[src/ccd_operand_decode.sv]
/*
  Shared constants for the compare / decimal / divide decode slice, and the
  4-bit general operand field decoder used for source and destination.
  Assumes the instruction word has been split into fields by fetch logic.
*/
`timescale 1ns/1ns
`default_nettype none

package ccd_pkg;

  // Instruction classes presented by fetch
  typedef enum logic [3:0] {
    COMPARE_G_OP            = 4'h0,
    COMPARE_S_OP            = 4'h1,
    DECIMAL_ADD_CARRY_OP    = 4'h2,
    DECIMAL_ADD_OP          = 4'h3,
    DECIMAL_SUB_BORROW_OP   = 4'h4,
    DECREMENT_OP            = 4'h5,
    SIGNED_DIVIDE_OP        = 4'h6,
    SIGNED_DIVIDE_ALT_OP    = 4'h7,
    UNSIGNED_DIVIDE_OP      = 4'h8
  } ccd_op_e;

  // Operand kinds after decode
  typedef enum logic [2:0] {
    KIND_DATA  = 3'h0,
    KIND_ADDR  = 3'h1,
    KIND_IND   = 3'h2,
    KIND_DSP8  = 3'h3,
    KIND_DSP16 = 3'h4,
    KIND_ABS   = 3'h5,
    KIND_IMM   = 3'h6,
    KIND_NONE  = 3'h7
  } ccd_kind_e;

  // Base selector for indirect and displacement kinds
  localparam logic [1:0] BASE_ADDRESS_REG_ZERO = 2'h0;
  localparam logic [1:0] BASE_ADDRESS_REG_ONE  = 2'h1;
  localparam logic [1:0] BASE_STATIC           = 2'h2;
  localparam logic [1:0] BASE_FRAME            = 2'h3;

  // Field codes of the general operand field
  localparam logic [3:0] CODE_LAST_DATA   = 4'h3;
  localparam logic [3:0] CODE_LAST_ADDR   = 4'h5;
  localparam logic [3:0] CODE_LAST_IND    = 4'h7;
  localparam logic [3:0] CODE_LAST_DSP8   = 4'hB;
  localparam logic [3:0] CODE_STATIC_D16  = 4'hE;
  localparam logic [3:0] CODE_ABSOLUTE    = 4'hF;

  // Short compare source codes, byte decrement destination codes
  localparam logic [1:0] SHORT_SRC_REG    = 2'h0;
  localparam logic [1:0] SHORT_SRC_STATIC = 2'h1;
  localparam logic [1:0] SHORT_SRC_FRAME  = 2'h2;
  localparam logic [1:0] SHORT_SRC_ABS    = 2'h3;
  localparam logic [2:0] DEC_HIGH_HALF    = 3'h3;
  localparam logic [2:0] DEC_LOW_HALF     = 3'h4;
  localparam logic [2:0] DEC_STATIC       = 3'h5;
  localparam logic [2:0] DEC_FRAME        = 3'h6;
  localparam logic [2:0] DEC_ABS          = 3'h7;

  // Byte counts
  localparam logic [2:0] BYTES_ONE        = 3'h1;
  localparam logic [2:0] BYTES_TWO        = 3'h2;
  localparam logic [2:0] BYTES_THREE      = 3'h3;
  localparam logic [2:0] BYTES_FOUR       = 3'h4;

  // Cycle counts (byte size; word extras separate)
  localparam logic [4:0] CYC_ONE          = 5'h01;
  localparam logic [4:0] CYC_CMP_REG      = 5'h02;
  localparam logic [4:0] CYC_THREE        = 5'h03;
  localparam logic [4:0] CYC_DEC_ADD      = 5'h05;
  localparam logic [4:0] CYC_DEC_SUB      = 5'h04;
  localparam logic [4:0] CYC_SDIV_REG     = 5'h16;
  localparam logic [4:0] CYC_SDIV_MEM     = 5'h18;
  localparam logic [4:0] CYC_SDIV_WORD    = 5'h06;
  localparam logic [4:0] CYC_UDIV_REG     = 5'h12;
  localparam logic [4:0] CYC_UDIV_MEM     = 5'h14;
  localparam logic [4:0] CYC_UDIV_WORD    = 5'h07;

  // Extension bytes that an operand kind adds to the instruction
  function automatic logic [2:0] ext_bytes(input ccd_kind_e kind);
    case (kind)
      KIND_DSP8:  ext_bytes = 3'h1;
      KIND_DSP16: ext_bytes = 3'h2;
      KIND_ABS:   ext_bytes = 3'h2;
      default:    ext_bytes = 3'h0;
    endcase
  endfunction : ext_bytes

  // Whether an operand kind lives in memory
  function automatic logic is_mem(input ccd_kind_e kind);
    is_mem = (kind == KIND_IND) || (kind == KIND_DSP8) ||
             (kind == KIND_DSP16) || (kind == KIND_ABS);
  endfunction : is_mem

endpackage : ccd_pkg

module ccd_operand_decode (
  // Field
  input  wire logic [3:0]       code_in,
  input  wire logic             word_in,
  // Decoded operand
  output ccd_pkg::ccd_kind_e    kind_out,
  output logic [1:0]            sel_out,
  output logic                  high_out
);

  // Pure decode; the caller registers the result
  always_comb begin
    sel_out  = code_in[1:0];
    high_out = 1'b0;
    if (code_in <= ccd_pkg::CODE_LAST_DATA) begin
      kind_out = ccd_pkg::KIND_DATA;
      if (!word_in) begin
        sel_out  = {1'b0, code_in[1]};   // Byte: halves of first two registers
        high_out = code_in[0];
      end
    end else if (code_in <= ccd_pkg::CODE_LAST_ADDR) begin
      kind_out = ccd_pkg::KIND_ADDR;
      sel_out  = {1'b0, code_in[0]};
    end else if (code_in <= ccd_pkg::CODE_LAST_IND) begin
      kind_out = ccd_pkg::KIND_IND;
      sel_out  = {1'b0, code_in[0]};
    end else if (code_in <= ccd_pkg::CODE_LAST_DSP8) begin
      kind_out = ccd_pkg::KIND_DSP8;
    end else if (code_in == ccd_pkg::CODE_ABSOLUTE) begin
      kind_out = ccd_pkg::KIND_ABS;
      sel_out  = 2'h0;
    end else begin
      kind_out = ccd_pkg::KIND_DSP16;
      sel_out  = (code_in == ccd_pkg::CODE_STATIC_D16) ? ccd_pkg::BASE_STATIC
                                                       : {1'b0, code_in[0]};
    end
  end

endmodule : ccd_operand_decode

`default_nettype wire

[src/ccd_decode_timer.sv]
/*
  Decode and timing of the compare, decimal arithmetic, decrement and divide
  slice: operand selection, instruction length and execution cycle count.
  Assumes fetch presents one decoded instruction with a one-cycle issue pulse
  and that the datapath signals an early divide finish when it has one.
*/
// What this block does
// - General compare has one size bit (0 byte, 1 word) and two 4-bit fields.
// - Codes 0-3 pick data registers: byte halves of first two, or four words.
// - Codes 4,5 pick address registers; 6,7 indirect through them.
// - Codes 8-15 pick 8/16-bit displacements from bases, or absolute.
// - General compare is 2, 3 or 4 cycles for zero, one, two memory operands.
// - General compare length is 2 plus each operand's displacement or absolute address bytes.
// - Short compare: 2-bit source code, 1-bit accumulator half destination.
// - Short compare takes 1/2, 2/3 or 3/3 bytes/cycles by source kind.
// - Decimal add with carry takes 5 cycles; 3, 4 or 2 bytes.
// - Decimal add takes 5 cycles; 3, 4 or 2 bytes.
// - Decimal subtract with borrow takes 4 cycles; 3, 4 or 2 bytes.
// - Byte decrement 3-bit codes, 1/1, 2/3, 3/3; word decrement 1/1.
// - Signed divide immediate is 3/22, word adds one byte and six cycles.
// - Signed divide general source 22 or 24 cycles, word adds six.
// - Unsigned divide immediate is 3/18, word adds one byte, seven cycles.
// - Unsigned divide general source 18 or 20 cycles, word adds seven.
// - Divide counts are upper bounds; early finish is allowed.
`timescale 1ns/1ns
`default_nettype none

module ccd_decode_timer (
  // Clock and reset
  input  wire logic             clk_in,
  input  wire logic             reset_in,
  // Instruction from fetch
  input  wire logic             issue_in,
  input  wire logic [3:0]       op_in,
  input  wire logic             word_in,
  input  wire logic             imm_in,
  input  wire logic [3:0]       src_code_in,
  input  wire logic [3:0]       dst_code_in,
  // Datapath feedback
  input  wire logic             early_done_in,
  // Timing results
  output logic                  busy_out,
  output logic                  done_out,
  output logic [2:0]            bytes_out,
  output logic [4:0]            cycles_out,
  output logic                  writes_dest_out,
  output logic                  bad_code_out,
  // Operand selection
  output ccd_pkg::ccd_kind_e    src_kind_out,
  output logic [1:0]            src_sel_out,
  output logic                  src_high_out,
  output ccd_pkg::ccd_kind_e    dst_kind_out,
  output logic [1:0]            dst_sel_out,
  output logic                  dst_high_out
);

  typedef enum logic [0:0] {
    ST_IDLE = 1'b0,
    ST_EXEC = 1'b1
  } ccd_state_e;

  typedef struct packed {
    ccd_state_e         st;
    logic [4:0]         left;
    logic               is_div;
    logic               done;
    logic [2:0]         bytes;
    logic [4:0]         cycles;
    logic               writes_dest;
    logic               bad_code;
    ccd_pkg::ccd_kind_e src_kind;
    logic [1:0]         src_sel;
    logic               src_high;
    ccd_pkg::ccd_kind_e dst_kind;
    logic [1:0]         dst_sel;
    logic               dst_high;
  } ccd_s;

  ccd_s               state_reg;
  ccd_s               state_next;
  ccd_pkg::ccd_kind_e gsrc_kind;
  logic [1:0]         gsrc_sel;
  logic               gsrc_high;
  ccd_pkg::ccd_kind_e gdst_kind;
  logic [1:0]         gdst_sel;
  logic               gdst_high;
  logic               take;

  // General operand fields, shared by compare and divide source
  ccd_operand_decode u_src_decode (
    .code_in  (src_code_in),
    .word_in  (word_in),
    .kind_out (gsrc_kind),
    .sel_out  (gsrc_sel),
    .high_out (gsrc_high)
  );

  ccd_operand_decode u_dst_decode (
    .code_in  (dst_code_in),
    .word_in  (word_in),
    .kind_out (gdst_kind),
    .sel_out  (gdst_sel),
    .high_out (gdst_high)
  );

  // Fetch may only issue while idle; a pulse during execution is dropped
  assign take = issue_in && (state_reg.st == ST_IDLE);

  // Decode on issue, then count the execution down
  always_comb begin
    logic [2:0] len;
    logic [4:0] cyc;
    len = 3'h0;
    cyc = 5'h00;
    state_next = state_reg;
    state_next.done = 1'b0;
    if (take) begin
      state_next.bad_code    = 1'b0;
      state_next.is_div      = 1'b0;
      state_next.writes_dest = 1'b1;
      state_next.src_kind    = ccd_pkg::KIND_NONE;
      state_next.src_sel     = 2'h0;
      state_next.src_high    = 1'b0;
      state_next.dst_kind    = ccd_pkg::KIND_DATA;   // Accumulator by default
      state_next.dst_sel     = 2'h0;
      state_next.dst_high    = 1'b0;
      case (op_in)
        ccd_pkg::COMPARE_G_OP: begin
          state_next.src_kind    = gsrc_kind;
          state_next.src_sel     = gsrc_sel;
          state_next.src_high    = gsrc_high;
          state_next.dst_kind    = gdst_kind;
          state_next.dst_sel     = gdst_sel;
          state_next.dst_high    = gdst_high;
          state_next.writes_dest = 1'b0;
          len = 3'(ccd_pkg::BYTES_TWO + ccd_pkg::ext_bytes(gsrc_kind)
                   + ccd_pkg::ext_bytes(gdst_kind));
          cyc = 5'(ccd_pkg::CYC_CMP_REG + ccd_pkg::is_mem(gsrc_kind)
                   + ccd_pkg::is_mem(gdst_kind));
        end
        ccd_pkg::COMPARE_S_OP: begin
          state_next.writes_dest = 1'b0;
          state_next.dst_high    = dst_code_in[0];
          case (src_code_in[1:0])
            ccd_pkg::SHORT_SRC_REG: begin
              state_next.src_kind = ccd_pkg::KIND_DATA;
              state_next.src_high = !dst_code_in[0];           // The other half
              len = ccd_pkg::BYTES_ONE;
              cyc = ccd_pkg::CYC_CMP_REG;
            end
            ccd_pkg::SHORT_SRC_STATIC, ccd_pkg::SHORT_SRC_FRAME: begin
              state_next.src_kind = ccd_pkg::KIND_DSP8;
              state_next.src_sel  = (src_code_in[1:0] == ccd_pkg::SHORT_SRC_STATIC)
                                    ? ccd_pkg::BASE_STATIC : ccd_pkg::BASE_FRAME;
              len = ccd_pkg::BYTES_TWO;
              cyc = ccd_pkg::CYC_THREE;
            end
            default: begin
              state_next.src_kind = ccd_pkg::KIND_ABS;
              len = ccd_pkg::BYTES_THREE;
              cyc = ccd_pkg::CYC_THREE;
            end
          endcase
        end
        ccd_pkg::DECIMAL_ADD_CARRY_OP, ccd_pkg::DECIMAL_ADD_OP,
        ccd_pkg::DECIMAL_SUB_BORROW_OP: begin
          // Operands are fixed: accumulator with its pair register (word) or its high half (byte), or an immediate
          state_next.src_kind = imm_in ? ccd_pkg::KIND_IMM : ccd_pkg::KIND_DATA;
          state_next.src_sel  = word_in ? 2'h1 : 2'h0;
          state_next.src_high = !word_in && !imm_in;
          if (imm_in) begin
            len = word_in ? ccd_pkg::BYTES_FOUR : ccd_pkg::BYTES_THREE;
          end else begin
            len = ccd_pkg::BYTES_TWO;
          end
          cyc = (op_in == ccd_pkg::DECIMAL_SUB_BORROW_OP) ? ccd_pkg::CYC_DEC_SUB
                                                         : ccd_pkg::CYC_DEC_ADD;
        end
        ccd_pkg::DECREMENT_OP: begin
          if (word_in) begin
            state_next.dst_kind = ccd_pkg::KIND_ADDR;
            state_next.dst_sel  = {1'b0, dst_code_in[0]};
            len = ccd_pkg::BYTES_ONE;
            cyc = ccd_pkg::CYC_ONE;
          end else begin
            case (dst_code_in[2:0])
              ccd_pkg::DEC_HIGH_HALF, ccd_pkg::DEC_LOW_HALF: begin
                state_next.dst_high = (dst_code_in[2:0] == ccd_pkg::DEC_HIGH_HALF);
                len = ccd_pkg::BYTES_ONE;
                cyc = ccd_pkg::CYC_ONE;
              end
              ccd_pkg::DEC_STATIC, ccd_pkg::DEC_FRAME: begin
                state_next.dst_kind = ccd_pkg::KIND_DSP8;
                state_next.dst_sel  = (dst_code_in[2:0] == ccd_pkg::DEC_STATIC)
                                      ? ccd_pkg::BASE_STATIC : ccd_pkg::BASE_FRAME;
                len = ccd_pkg::BYTES_TWO;
                cyc = ccd_pkg::CYC_THREE;
              end
              ccd_pkg::DEC_ABS: begin
                state_next.dst_kind = ccd_pkg::KIND_ABS;
                len = ccd_pkg::BYTES_THREE;
                cyc = ccd_pkg::CYC_THREE;
              end
              default: begin
                state_next.bad_code = 1'b1;      // Codes 000-010 are not defined
              end
            endcase
          end
        end
        ccd_pkg::SIGNED_DIVIDE_OP, ccd_pkg::SIGNED_DIVIDE_ALT_OP,
        ccd_pkg::UNSIGNED_DIVIDE_OP: begin
          state_next.is_div = 1'b1;
          if (imm_in) begin
            state_next.src_kind = ccd_pkg::KIND_IMM;
            len = word_in ? ccd_pkg::BYTES_FOUR : ccd_pkg::BYTES_THREE;
          end else begin
            state_next.src_kind = gsrc_kind;
            state_next.src_sel  = gsrc_sel;
            state_next.src_high = gsrc_high;
            len = 3'(ccd_pkg::BYTES_TWO + ccd_pkg::ext_bytes(gsrc_kind));
          end
          if (op_in == ccd_pkg::UNSIGNED_DIVIDE_OP) begin
            cyc = (!imm_in && ccd_pkg::is_mem(gsrc_kind)) ? ccd_pkg::CYC_UDIV_MEM
                                                          : ccd_pkg::CYC_UDIV_REG;
            cyc = 5'(cyc + (word_in ? ccd_pkg::CYC_UDIV_WORD : 5'h00));
          end else begin
            cyc = (!imm_in && ccd_pkg::is_mem(gsrc_kind)) ? ccd_pkg::CYC_SDIV_MEM
                                                          : ccd_pkg::CYC_SDIV_REG;
            cyc = 5'(cyc + (word_in ? ccd_pkg::CYC_SDIV_WORD : 5'h00));
          end
        end
        default: begin
          state_next.bad_code = 1'b1;
        end
      endcase
      state_next.bytes  = len;
      state_next.cycles = cyc;
      state_next.left   = cyc;
      // An undefined encoding is flagged and never starts execution
      state_next.st     = state_next.bad_code ? ST_IDLE : ST_EXEC;
    end else begin
      case (state_reg.st)
        ST_EXEC: begin
          // Divider may stop short; the count is only a ceiling
          if (state_reg.left <= 5'h01 ||
              (state_reg.is_div && early_done_in)) begin
            state_next.st   = ST_IDLE;
            state_next.done = 1'b1;
            state_next.left = 5'h00;
          end else begin
            state_next.left = state_reg.left - 5'h01;
          end
        end
        default: begin
          state_next.st = ST_IDLE;
        end
      endcase
    end
  end

  // Single state register
  always_ff @(posedge clk_in) begin
    if (reset_in) begin
      state_reg <= '0;
    end else begin
      state_reg <= state_next;
    end
  end

  // Outputs straight from the state flops
  assign busy_out        = (state_reg.st == ST_EXEC);
  assign done_out        = state_reg.done;
  assign bytes_out       = state_reg.bytes;
  assign cycles_out      = state_reg.cycles;
  assign writes_dest_out = state_reg.writes_dest;
  assign bad_code_out    = state_reg.bad_code;
  assign src_kind_out    = state_reg.src_kind;
  assign src_sel_out     = state_reg.src_sel;
  assign src_high_out    = state_reg.src_high;
  assign dst_kind_out    = state_reg.dst_kind;
  assign dst_sel_out     = state_reg.dst_sel;
  assign dst_high_out    = state_reg.dst_high;
endmodule : ccd_decode_timer

`default_nettype wire

[config.mk]
export PLATFORM = sky130hd
export DESIGN_NAME = ccd_decode_timer
export DESIGN_NICKNAME = d
export VERILOG_FILES = /design/src/ccd_operand_decode.sv /design/src/ccd_decode_timer.sv
export SDC_FILE = /design/constraint.sdc
export NUM_CORES = 1
export LEC_CHECK = 0
export CORE_UTILIZATION = 50
export DETAILED_ROUTE_END_ITERATION = 8
export DONT_BUFFER_PORTS = 1
export PLACE_DENSITY = 0.68
export SYNTH_ARGS = -nofsm -noshare
export SYNTH_HDL_FRONTEND = slang
export SYNTH_SLANG_ARGS = --single-unit
[constraint.sdc]
create_clock -name clk_in -period 2.2 [get_ports clk_in]
set_clock_uncertainty 0.05 [all_clocks]
set_input_delay 0.22 -clock clk_in [delete_from_list [all_inputs] [get_ports clk_in]]
set_output_delay 0.22 -clock clk_in [all_outputs]
set_load 0.03 [all_outputs]
==> metrics.cfg, run 1 <==
[outcome]
outcome=finished with violations
violations=DRC

[critical_path]
rr_endpoint=bad_code_out$_SDFFE_PP0P_
worst_setup_path_end_kind=flip-flop
r2r_cells=5
worst-setup-path-type=in2reg
crit_arrival_ns=2.00
reg2reg_from=busy_out$_SDFF_PP0_
r2r_slack_ns=0.62
crit_start=src_code_in[1]
crit_path_start_kind=input port
crit_fanout=4
worstPathRequired_ns=2.30

[grt]
antenna_found_initial=0
grt_pass1_vias=1990
overflow=0
grt_max_degree=23
grt_usage_pct=25.3
grt_pass1_wl_um=9770

[drt]
via_per_inst=6.38
antenna_left=0
drt-total-wl_um=5940
drcViolationCount=4
wl_per_cell_um=17.8
firstDrtPassIters=6
vias=2130
first_iter_violations=127

[sta]
setup_viol=0
rsz0062_at_grt=false
post-route-min-period_ns=1.90
finalHoldViolations=0
fmax_ghz=0.525
slew_headroom_pct=55.1
fin_crit_sh_pct=86.5
maxSlewViolCount=0
setup_tns_ns=0
tightestPinTransition_ns=0.671

[floorplan]
ios=42
die_area_sq_um=5060
die_w_um=71.1
core_sq_um=4470
die_h_um=71.1
initial_utilization_pct=53.4
rows=24

[logic_synthesis]
synth-seq-cells=30
synth_enable_flop_cells=0
ys_top_cells_by_area=dfxtp_1, ha_1, buf_4
synth.avg_cell_area_sq_um=7.84
synthMostInstantiatedCell=dfxtp_1
synthDistinctLibCells=66
synth_nets=339
async_flop_share_pct=0
synth_top_area_share_pct=25.1
synth_seq_area_share_pct=25.1
yosysTopAreaCell=dfxtp_1
syn-cell-area_sq_um=2390
yosys_warnings=0
synth.cells.most_frequent=dfxtp_1, a21oi_1, o21ai_0, clkbuf_1, nand2_1
synth_cells=305
ys.flop_type=dfxtp_1

[finish]
final_net_count=315
largest_register_ffs=6
utilization_pct=53.3
area_delta_synth_final_pct=-0.262
antenna_cells=0
drive_above_1_share_pct=9.22

[run]
drv_cap=0

[worst_hold_path]
hp-start=dst_code_in[1]
hold_end=dst_sel_out[1]$_SDFFE_PP0P_
min_path_type=in2reg
whs_path_depth=2

[clock_tree]
clkSlewWorstSetupHoldPaths_ns=0.06
tritoncts=built
cts_max_level=2
clock-sinks=30
clk_path_buf_depth=2
cts_made_buffers=5
clock_latency_ns=0.29
cts.repair.resized=0
cts_setup_buffers=0
clock-root-buffer=clkbuf_8

[pwr]
power.density_nw_per_um2=586
fin_total_pwr_mw=1.40
irDropWorstVdd_mv=0.321
total_leakage_power_nw=0.917

[place]
hpwl_um=4340
portBuffers=0
finalWeightedCongestion=0.945

logic make-up after synthesis:
family	synth area share [%]
compound gates	31.6
xor+xnor	0.733
fa+ha+maj	8.38
buf+inv	11.9
flops	25.1
mux	0.628
simple gates	21.6
layout make-up:
type	count	area [sq um]
clock buffer	7	86.3
clock inverter	1	5.00
fill	452	2090
inverter	14	52.6
multi-input combinational	221	1500
sequential	30	601
tap	52	65.1
timing repair buffer	9	70.1
routing by layer:
layer  routed length, um  global-route usage (%)  part of all wire [%]  up-vias
met1                2760                    33.9                    46      982
li1                    -                       -                     -     1070
met2                2690                    38.8                    45       65
met4                 149                    11.6                   2.5        0
met5                   0                       0                     0        -
met3                 340                    5.56                   5.7       13
critical path: stages:
cell and delay [ns]:
inv_1 0.04, ha_1 0.19, or3b_1 0.43, a21oi_1 0.24
inv_1 0.09, ha_1 0.28, a21oi_1 0.04, o311ai_1 0.35
o21ai_0 0.13
metrics by stage:
stage	setup slack (ns)	hold WS (ns)	std cells	instance area (sq um)
final	0.296	0.0326	334	2380
after global routing	0.181	0.0483	334	2380
after CTS	0.340	0.0237	334	2380
after detailed placement	0.0419	0.245	325	2280
after global placement	0.0958	0.244	325	2280
after floorplan	0.0630	0.242	305	2390
report_power, final:
part           switching [mW]  internal, mW
Sequential             0.0766         0.580
Clock                   0.209         0.252
Combinational           0.157         0.121
Total                   0.443         0.953
worst max path at each step:
stage                                  to  slack [ns]
2_1_floorplan  state_reg[27]$_SDFFE_PP0P_        0.06
3_3_place_gp   state_reg[25]$_SDFFE_PP0P_         0.1
3_5_place_dp   state_reg[25]$_SDFFE_PP0P_        0.04
4_1_cts        state_reg[25]$_SDFFE_PP0P_        0.34
5_1_grt        state_reg[25]$_SDFFE_PP0P_        0.18
6_report       state_reg[25]$_SDFFE_PP0P_        0.30
layout by cell type, fill, tap and decap left out, types with 7 or more instances in the layout:
cell	synthesis	routed
a31oi_1	10	10
nand2_1	19	19
buf_4	18	8
nor2b_1	7	7
o21ai_0	24	24
nor2_1	17	17
nand3_1	9	9
inv_1	13	13
a21oi_1	25	25
dfxtp_1	30	30
ha_1	16	16
what timing repair did:
item                       in CTS  in global routing
setup endpoints to repair       0                  0
hold endpoints to repair       15                  0
hold buffers                    1                  0
Power figures use the tool's default switching activity.
==> run 2: changes to the inputs <==
--- a/config.mk
+++ b/config.mk
@@ -5,10 +5,11 @@
 export SDC_FILE = /design/constraint.sdc
 export NUM_CORES = 1
 export LEC_CHECK = 0
-export CORE_UTILIZATION = 50
+export CORE_UTILIZATION = 58
 export DETAILED_ROUTE_END_ITERATION = 8
 export DONT_BUFFER_PORTS = 1
-export PLACE_DENSITY = 0.68
+export HOLD_SLACK_MARGIN = 0.03
+export PLACE_DENSITY = 0.76
 export SYNTH_ARGS = -nofsm -noshare
 export SYNTH_HDL_FRONTEND = slang
 export SYNTH_SLANG_ARGS = --single-unit
==> constraint.sdc (replaced) <==
create_clock -name clk_in -period 2.2 [get_ports clk_in]
set_clock_uncertainty 0.05 [all_clocks]
set_input_delay 0.44 -clock clk_in [delete_from_list [all_inputs] [get_ports clk_in]]
set_output_delay 0.44 -clock clk_in [all_outputs]
set_load 0.03 [all_outputs]
==> run 2 against run 1 <==
Compared with the run above:
- design area up 0.68%
- total power shrank 0.60%
- the flow now finishes without violations
- die area shrank 13%
- core utilization grew 9.9 points
- sequential share of layout area is 0.17 points lower
- critical path type unchanged
==> metrics.cfg, run 2 (same netlist as run 1, synthesis figures left out) <==
[critical_path]
r2r_cells=5  ; unchanged
reg2reg_from=busy_out$_SDFF_PP0_
crit_path_start_kind=input port
crit_arrival_ns=2.06  ; +0.06 ns
worstPathRequired_ns=2.31  ; about the same
rr_endpoint=bytes_out[0]$_SDFFE_PP0P_
worst_setup_path_end_kind=flip-flop
worst-setup-path-type=in2reg
r2r_slack_ns=0.55  ; -0.07 ns
crit_fanout=4  ; unchanged

[worst_hold_path]
hold_end=state_reg[26]$_SDFFE_PP0P_
min_path_type=in2reg
whs_path_depth=1  ; -1
hp-start=reset_in

[place]
portBuffers=0  ; unchanged
finalWeightedCongestion=0.923  ; -2.4%
placed_area_sq_um=2310  ; +1.2%
hpwl_um=4190  ; -3.4%
placed_cells_incl_taps=323  ; -0.62%
dpl_worst_slack_ns=-0.0488  ; -0.0908 ns

[grt]
grt_pass1_vias=1999  ; +0.45%
grt_pass1_wl_um=9440  ; -3.4%
grt_usage_pct=28.3  ; +3.1 points
antenna_found_initial=0  ; unchanged
overflow=0  ; unchanged
grt_max_degree=23  ; unchanged

[outcome]
outcome=complete, no violations

[finish]
layout_common_cells=dfxtp_1, o21ai_0, a21oi_1
finish.instance_area_sq_um=2400  ; +0.68%
utilization_pct=63.2  ; +9.9 points
stdcell_count=331  ; -0.90%
layout_commonest_cell=dfxtp_1
drive_above_1_share_pct=12.0  ; +2.8 points
antenna_cells=0  ; unchanged
regArea_sq_um=601  ; unchanged
area_delta_synth_final_pct=0.419
largest_register_ffs=6  ; unchanged
fill_cells=347  ; -23%
multi_input_area_sq_um=1520  ; +1.1%
final_net_count=316  ; +0.32%

[clock_tree]
clock_latency_ns=0.29  ; about the same
tritoncts=built
clkSlewWorstSetupHoldPaths_ns=0.06  ; about the same
clk_path_buf_depth=2  ; unchanged
cts_hold_buf=0  ; -1
clock-sinks=30  ; unchanged
cts_setup_buffers=0  ; unchanged
clock-root-buffer=clkbuf_8
cts_max_level=2  ; unchanged
cts_made_buffers=5  ; unchanged
cts.repair.resized=0  ; unchanged

[pwr]
irDropWorstVdd_mv=0.323  ; +0.66%
total_leakage_power_nw=0.919  ; +0.29%
power.density_nw_per_um2=578  ; -1.3%

[sta]
rsz0062_at_grt=false
post-route-min-period_ns=1.95  ; +0.0482 ns
fin_crit_sh_pct=88.7  ; +2.2 points
fmax_ghz=0.512  ; -2.5%
slew_headroom_pct=66.4  ; +11 points
finalHoldViolations=0  ; unchanged
setup_viol=0  ; unchanged
whs_ns=0.168  ; +0.135 ns
maxSlewViolCount=0  ; unchanged
tightestPinTransition_ns=0.503  ; -0.168 ns
fin_ws_ns=0.248  ; -0.0482 ns

[drt]
drcViolationCount=0  ; -4
via_per_inst=6.44  ; +0.95%
routed.top_layer=met4
first_iter_violations=102  ; -20%
met3_length_um=340  ; unchanged
vias=2131  ; +0.047%
m1WireLength_um=2640  ; -4.3%
drt-total-wl_um=5710  ; -3.9%
firstDrtPassIters=4  ; -2
wl_per_cell_um=17.2  ; -3.0%
wl_met2_um=2620  ; -2.7%
antenna_left=0  ; unchanged

[floorplan]
rows=22  ; -8.3%
die_w_um=66.2  ; -7.0%
die_area_sq_um=4380  ; -13%
core_sq_um=3800  ; -15%
initial_utilization_pct=62.9  ; +9.5 points
ios=42  ; unchanged
die_h_um=66.2  ; -7.0%

[run]
drv_cap=0  ; unchanged

==> run 2: area by class of cell <==
| class | count | share of cell area [%] |
|---|---|---|
| multi-input cells | 221 | 63.3 |
| flip-flops and latches | 30 | 25.0 |
| clock buffers | 7 | 3.60 |
| repair buffers | 10 | 3.13 |
| well taps | 48 | 2.50 |
| inverters | 14 | 2.19 |
| clock inverters | 1 | 0.209 |
==> run 2: routing by layer <==
layer | vias to the layer above | GRT usage [%]
met5 | - | 0
met4 | 0 | 10.6
met3 | 13 | 6.21
met2 | 60 | 44.8
met1 | 990 | 37.4
li1 | 1068 | -
==> run 2: critical path: stages <==
cell,delay (ns)
inv_2,0.03
ha_2,0.18
or3b_4,0.42
a21oi_4,0.15
inv_2,0.05
ha_1,0.26
a21oi_1,0.04
o311ai_1,0.35
o21ai_0,0.14
==> run 2: worst max-delay path by stage <==
stage	cells after the start	slack, ns	end	from
after floorplan	9	0.02	state_reg[27]$_SDFFE_PP0P_	src_code_in[1]
after global placement	9	0.02	state_reg[25]$_SDFFE_PP0P_	src_code_in[1]
after detailed placement	9	-0.05	state_reg[25]$_SDFFE_PP0P_	src_code_in[1]
after CTS	9	0.25	state_reg[25]$_SDFFE_PP0P_	src_code_in[1]
after global routing	9	0.14	state_reg[25]$_SDFFE_PP0P_	src_code_in[1]
final	9	0.25	state_reg[25]$_SDFFE_PP0P_	src_code_in[1]
==> run 2: metrics by stage <==
stage                     power [mW]  setup TNS, ns
after floorplan                0.936              0
final                           1.39              0
after detailed placement       0.944        -0.0562
after global routing            1.46              0
after global placement         0.940              0
after CTS                       1.40              0
==> run 2: power breakdown <==
group          switching (mW)  internal (mW)  leakage, nW  total (mW)
Sequential             0.0768          0.580        0.246       0.657
Clock                   0.202          0.252       0.0482       0.454
Combinational           0.152          0.125        0.625       0.277
==> run 3: changes to the inputs <==
--- a/config.mk
+++ b/config.mk
@@ -5,6 +5,7 @@
 export SDC_FILE = /design/constraint.sdc
 export NUM_CORES = 1
 export LEC_CHECK = 0
+export CORE_MARGIN = 3
 export CORE_UTILIZATION = 58
 export DETAILED_ROUTE_END_ITERATION = 8
 export DONT_BUFFER_PORTS = 1
@@ -12,4 +13,5 @@
 export PLACE_DENSITY = 0.76
 export SYNTH_ARGS = -nofsm -noshare
 export SYNTH_HDL_FRONTEND = slang
+export SYNTH_HIERARCHICAL = 1
 export SYNTH_SLANG_ARGS = --single-unit
==> run 3 against run 2 <==
Compared with the run above:
- routed wire length shrank 2.0%
- first-iteration DRC count up 28%
- critical endpoint is now state_reg[28]$_SDFFE_PP0P_
- critical path depth is the same
==> metrics.cfg, run 3 <==
[sta]
setup_tns_ns=0  ; unchanged
fin_crit_sh_pct=90.2  ; +1.5 points
rsz0062_at_grt=false
finalHoldViolations=0  ; unchanged
post-route-min-period_ns=1.98  ; +0.0319 ns
tightestPinTransition_ns=0.611  ; +0.108 ns
fmax_ghz=0.504  ; -1.6%
whs_ns=0.150  ; -0.0177 ns
slew_headroom_pct=58.9  ; -7.5 points
maxSlewViolCount=0  ; unchanged
setup_viol=0  ; unchanged

[clock_tree]
cts_setup_buffers=0  ; unchanged
tritoncts=built
cts.repair.resized=0  ; unchanged
cts_made_buffers=5  ; unchanged
clkSlewWorstSetupHoldPaths_ns=0.07  ; about the same
cts_hold_buf=0  ; unchanged
clock-sinks=30  ; unchanged
clock_latency_ns=0.30  ; about the same
cts_max_level=2  ; unchanged
clock-root-buffer=clkbuf_8
clk_path_buf_depth=2  ; unchanged

[grt]
grt_max_degree=20  ; -13%
antenna_found_initial=0  ; unchanged
overflow=0  ; unchanged
grt_usage_pct=23.0  ; -5.4 points
grt_pass1_vias=1861  ; -6.9%
grt_pass1_wl_um=9160  ; -3.0%

[logic_synthesis]
ys_top_cells_by_area=dfxtp_1, ha_1, buf_4
synth_top_area_share_pct=25.0  ; -0.16 points
synth_seq_area_share_pct=25.0  ; -0.16 points
yosysTopAreaCell=dfxtp_1
synth_cells=312  ; +2.3%
synth_nets=345  ; +1.8%
syn-cell-area_sq_um=2400  ; +0.63%
async_flop_share_pct=0  ; unchanged
synth_enable_flop_cells=0  ; unchanged
synthMostInstantiatedCell=dfxtp_1
synth-seq-cells=30  ; unchanged
synth.cells.most_frequent=dfxtp_1, inv_1, nand2_1, nor2_1, a21oi_1
yosys_warnings=6  ; +6
synthDistinctLibCells=67  ; +1.5%
ys.flop_type=dfxtp_1
synth.avg_cell_area_sq_um=7.71  ; -1.6%

[drt]
antenna_left=0  ; unchanged
drt-total-wl_um=5590  ; -2.0%
wl_per_cell_um=16.3  ; -5.4%
first_iter_violations=131  ; +28%
firstDrtPassIters=7  ; +3
vias=2133  ; +0.094%
via_per_inst=6.22  ; -3.4%
drcViolationCount=0  ; unchanged

[worst_hold_path]
hp-start=reset_in
whs_path_depth=1  ; unchanged
min_path_type=in2reg
hold_end=state_reg[24]$_SDFFE_PP0P_

[floorplan]
core_sq_um=3830  ; +0.72%
die_area_sq_um=4950  ; +13%
die_h_um=70.4  ; +6.3%
rows=22  ; unchanged
initial_utilization_pct=62.9  ; about the same
die_w_um=70.4  ; +6.3%
ios=42  ; unchanged

[finish]
layout_commonest_cell=dfxtp_1
area_delta_synth_final_pct=0.624
drive_above_1_share_pct=10.8  ; -1.2 points
antenna_cells=0  ; unchanged
largest_register_ffs=6  ; unchanged
final_net_count=327  ; +3.5%
layout_common_cells=dfxtp_1, inv_1, nand2_1

[critical_path]
r2r_slack_ns=0.55  ; about the same
worst-setup-path-type=in2reg
crit_arrival_ns=2.15  ; +0.09 ns
crit_path_start_kind=input port
r2r_cells=7  ; +2
worst_setup_path_end_kind=flip-flop
rr_endpoint=state_reg[28]$_SDFFE_PP0P_
crit_fanout=6  ; +2
worstPathRequired_ns=2.37  ; +0.06 ns
reg2reg_from=state_reg[25]$_SDFFE_PP0P_

[pwr]
swShare_pct=32.1  ; +1.0 points
power.internal_uw=956  ; about the same
power.switching_uw=452  ; +4.9%
irDropWorstVdd_mv=0.368  ; +14%
p_comb_share_pct=20.1  ; about the same
p_seq_share_pct=46.4  ; -0.9 points
p_clk_share_pct=33.5  ; +0.8 points
fin_total_pwr_mw=1.41  ; +1.5%
total_leakage_power_nw=0.998  ; +8.5%
power.density_nw_per_um2=582  ; +0.66%

[run]
drv_cap=0  ; unchanged

[place]
portBuffers=0  ; unchanged
finalWeightedCongestion=0.898  ; -2.6%
hpwl_um=4110  ; -2.0%

[outcome]
outcome=complete, no violations

==> run 3: critical path: stages <==
cell	delay, ns
inv_1	0.03
o21ai_0	0.37
xor2_1	0.19
nand2_1	0.14
inv_1	0.08
ha_1	0.18
a211oi_1	0.32
o31ai_1	0.15
a211oi_1	0.23
==> run 3: power by group through the flow <==
stage	sequential, mW	clock (mW)	combinational (mW)
floorplan	0.623	0	0.303
global placement	0.666	0	0.276
detailed placement	0.667	0	0.278
CTS	0.654	0.476	0.281
global route	0.659	0.504	0.317
finish	0.654	0.471	0.283
==> run 3: cell type report <==
cell class | count | area [sq um]
clock buffer | 6 | 82.6
clock inverter | 2 | 12.5
fill | 332 | 1410
inverter | 25 | 93.8
multi-input combinational | 221 | 1490
sequential | 30 | 601
tap | 48 | 60.1
timing repair buffer | 11 | 82.6
==> run 3: cell families (layout without fill, tap and decap cells) <==
family,count (synthesis),count (layout),share of synthesized area [%]
compound gates,105,105,30.4
xor+xnor,4,4,1.46
fa+ha+maj,15,15,7.80
buf+inv,61,44,13.2
flops,30,30,25.0
mux,1,1,0.416
simple gates,96,96,21.8
==> run 3: worst max-delay path by stage <==
stage | startpoint | endpoint | slack [ns]
6_report | src_code_in[3] | state_reg[28]$_SDFFE_PP0P_ | 0.22
5_1_grt | src_code_in[3] | cycles_out[0]$_SDFFE_PP0P_ | 0.006
4_1_cts | src_code_in[3] | state_reg[28]$_SDFFE_PP0P_ | 0.23
3_5_place_dp | src_code_in[3] | state_reg[28]$_SDFFE_PP0P_ | -0.09
3_3_place_gp | src_code_in[3] | cycles_out[0]$_SDFFE_PP0P_ | -0.06
2_1_floorplan | src_code_in[3] | cycles_out[0]$_SDFFE_PP0P_ | 0.04
==> run 3: metrics by stage <==
stage / util (%) / cell area, sq um / cells / setup WS (ns)
global placement: 60.8 / 2320 / 335 / -0.0584
floorplan: - / 2400 / 312 / 0.0367
detailed placement: 60.8 / 2320 / 335 / -0.0887
global route: 63.2 / 2420 / 343 / 0.00568
finish: 63.2 / 2420 / 343 / 0.216
CTS: 63.2 / 2420 / 343 / 0.229
==> run 3: layer usage <==
| layer | routed length, um | share of wire [%] | vias up | global-route usage [%] |
|---|---|---|---|---|
| met5 | 0 | 0 | - | 0 |
| met1 | 2520 | 45 | 984 | 30.9 |
| met4 | 67 | 1.2 | 0 | 7.23 |
| met3 | 442 | 7.9 | 7 | 7.91 |
| li1 | - | - | 1070 | - |
| met2 | 2560 | 46 | 72 | 34.3 |
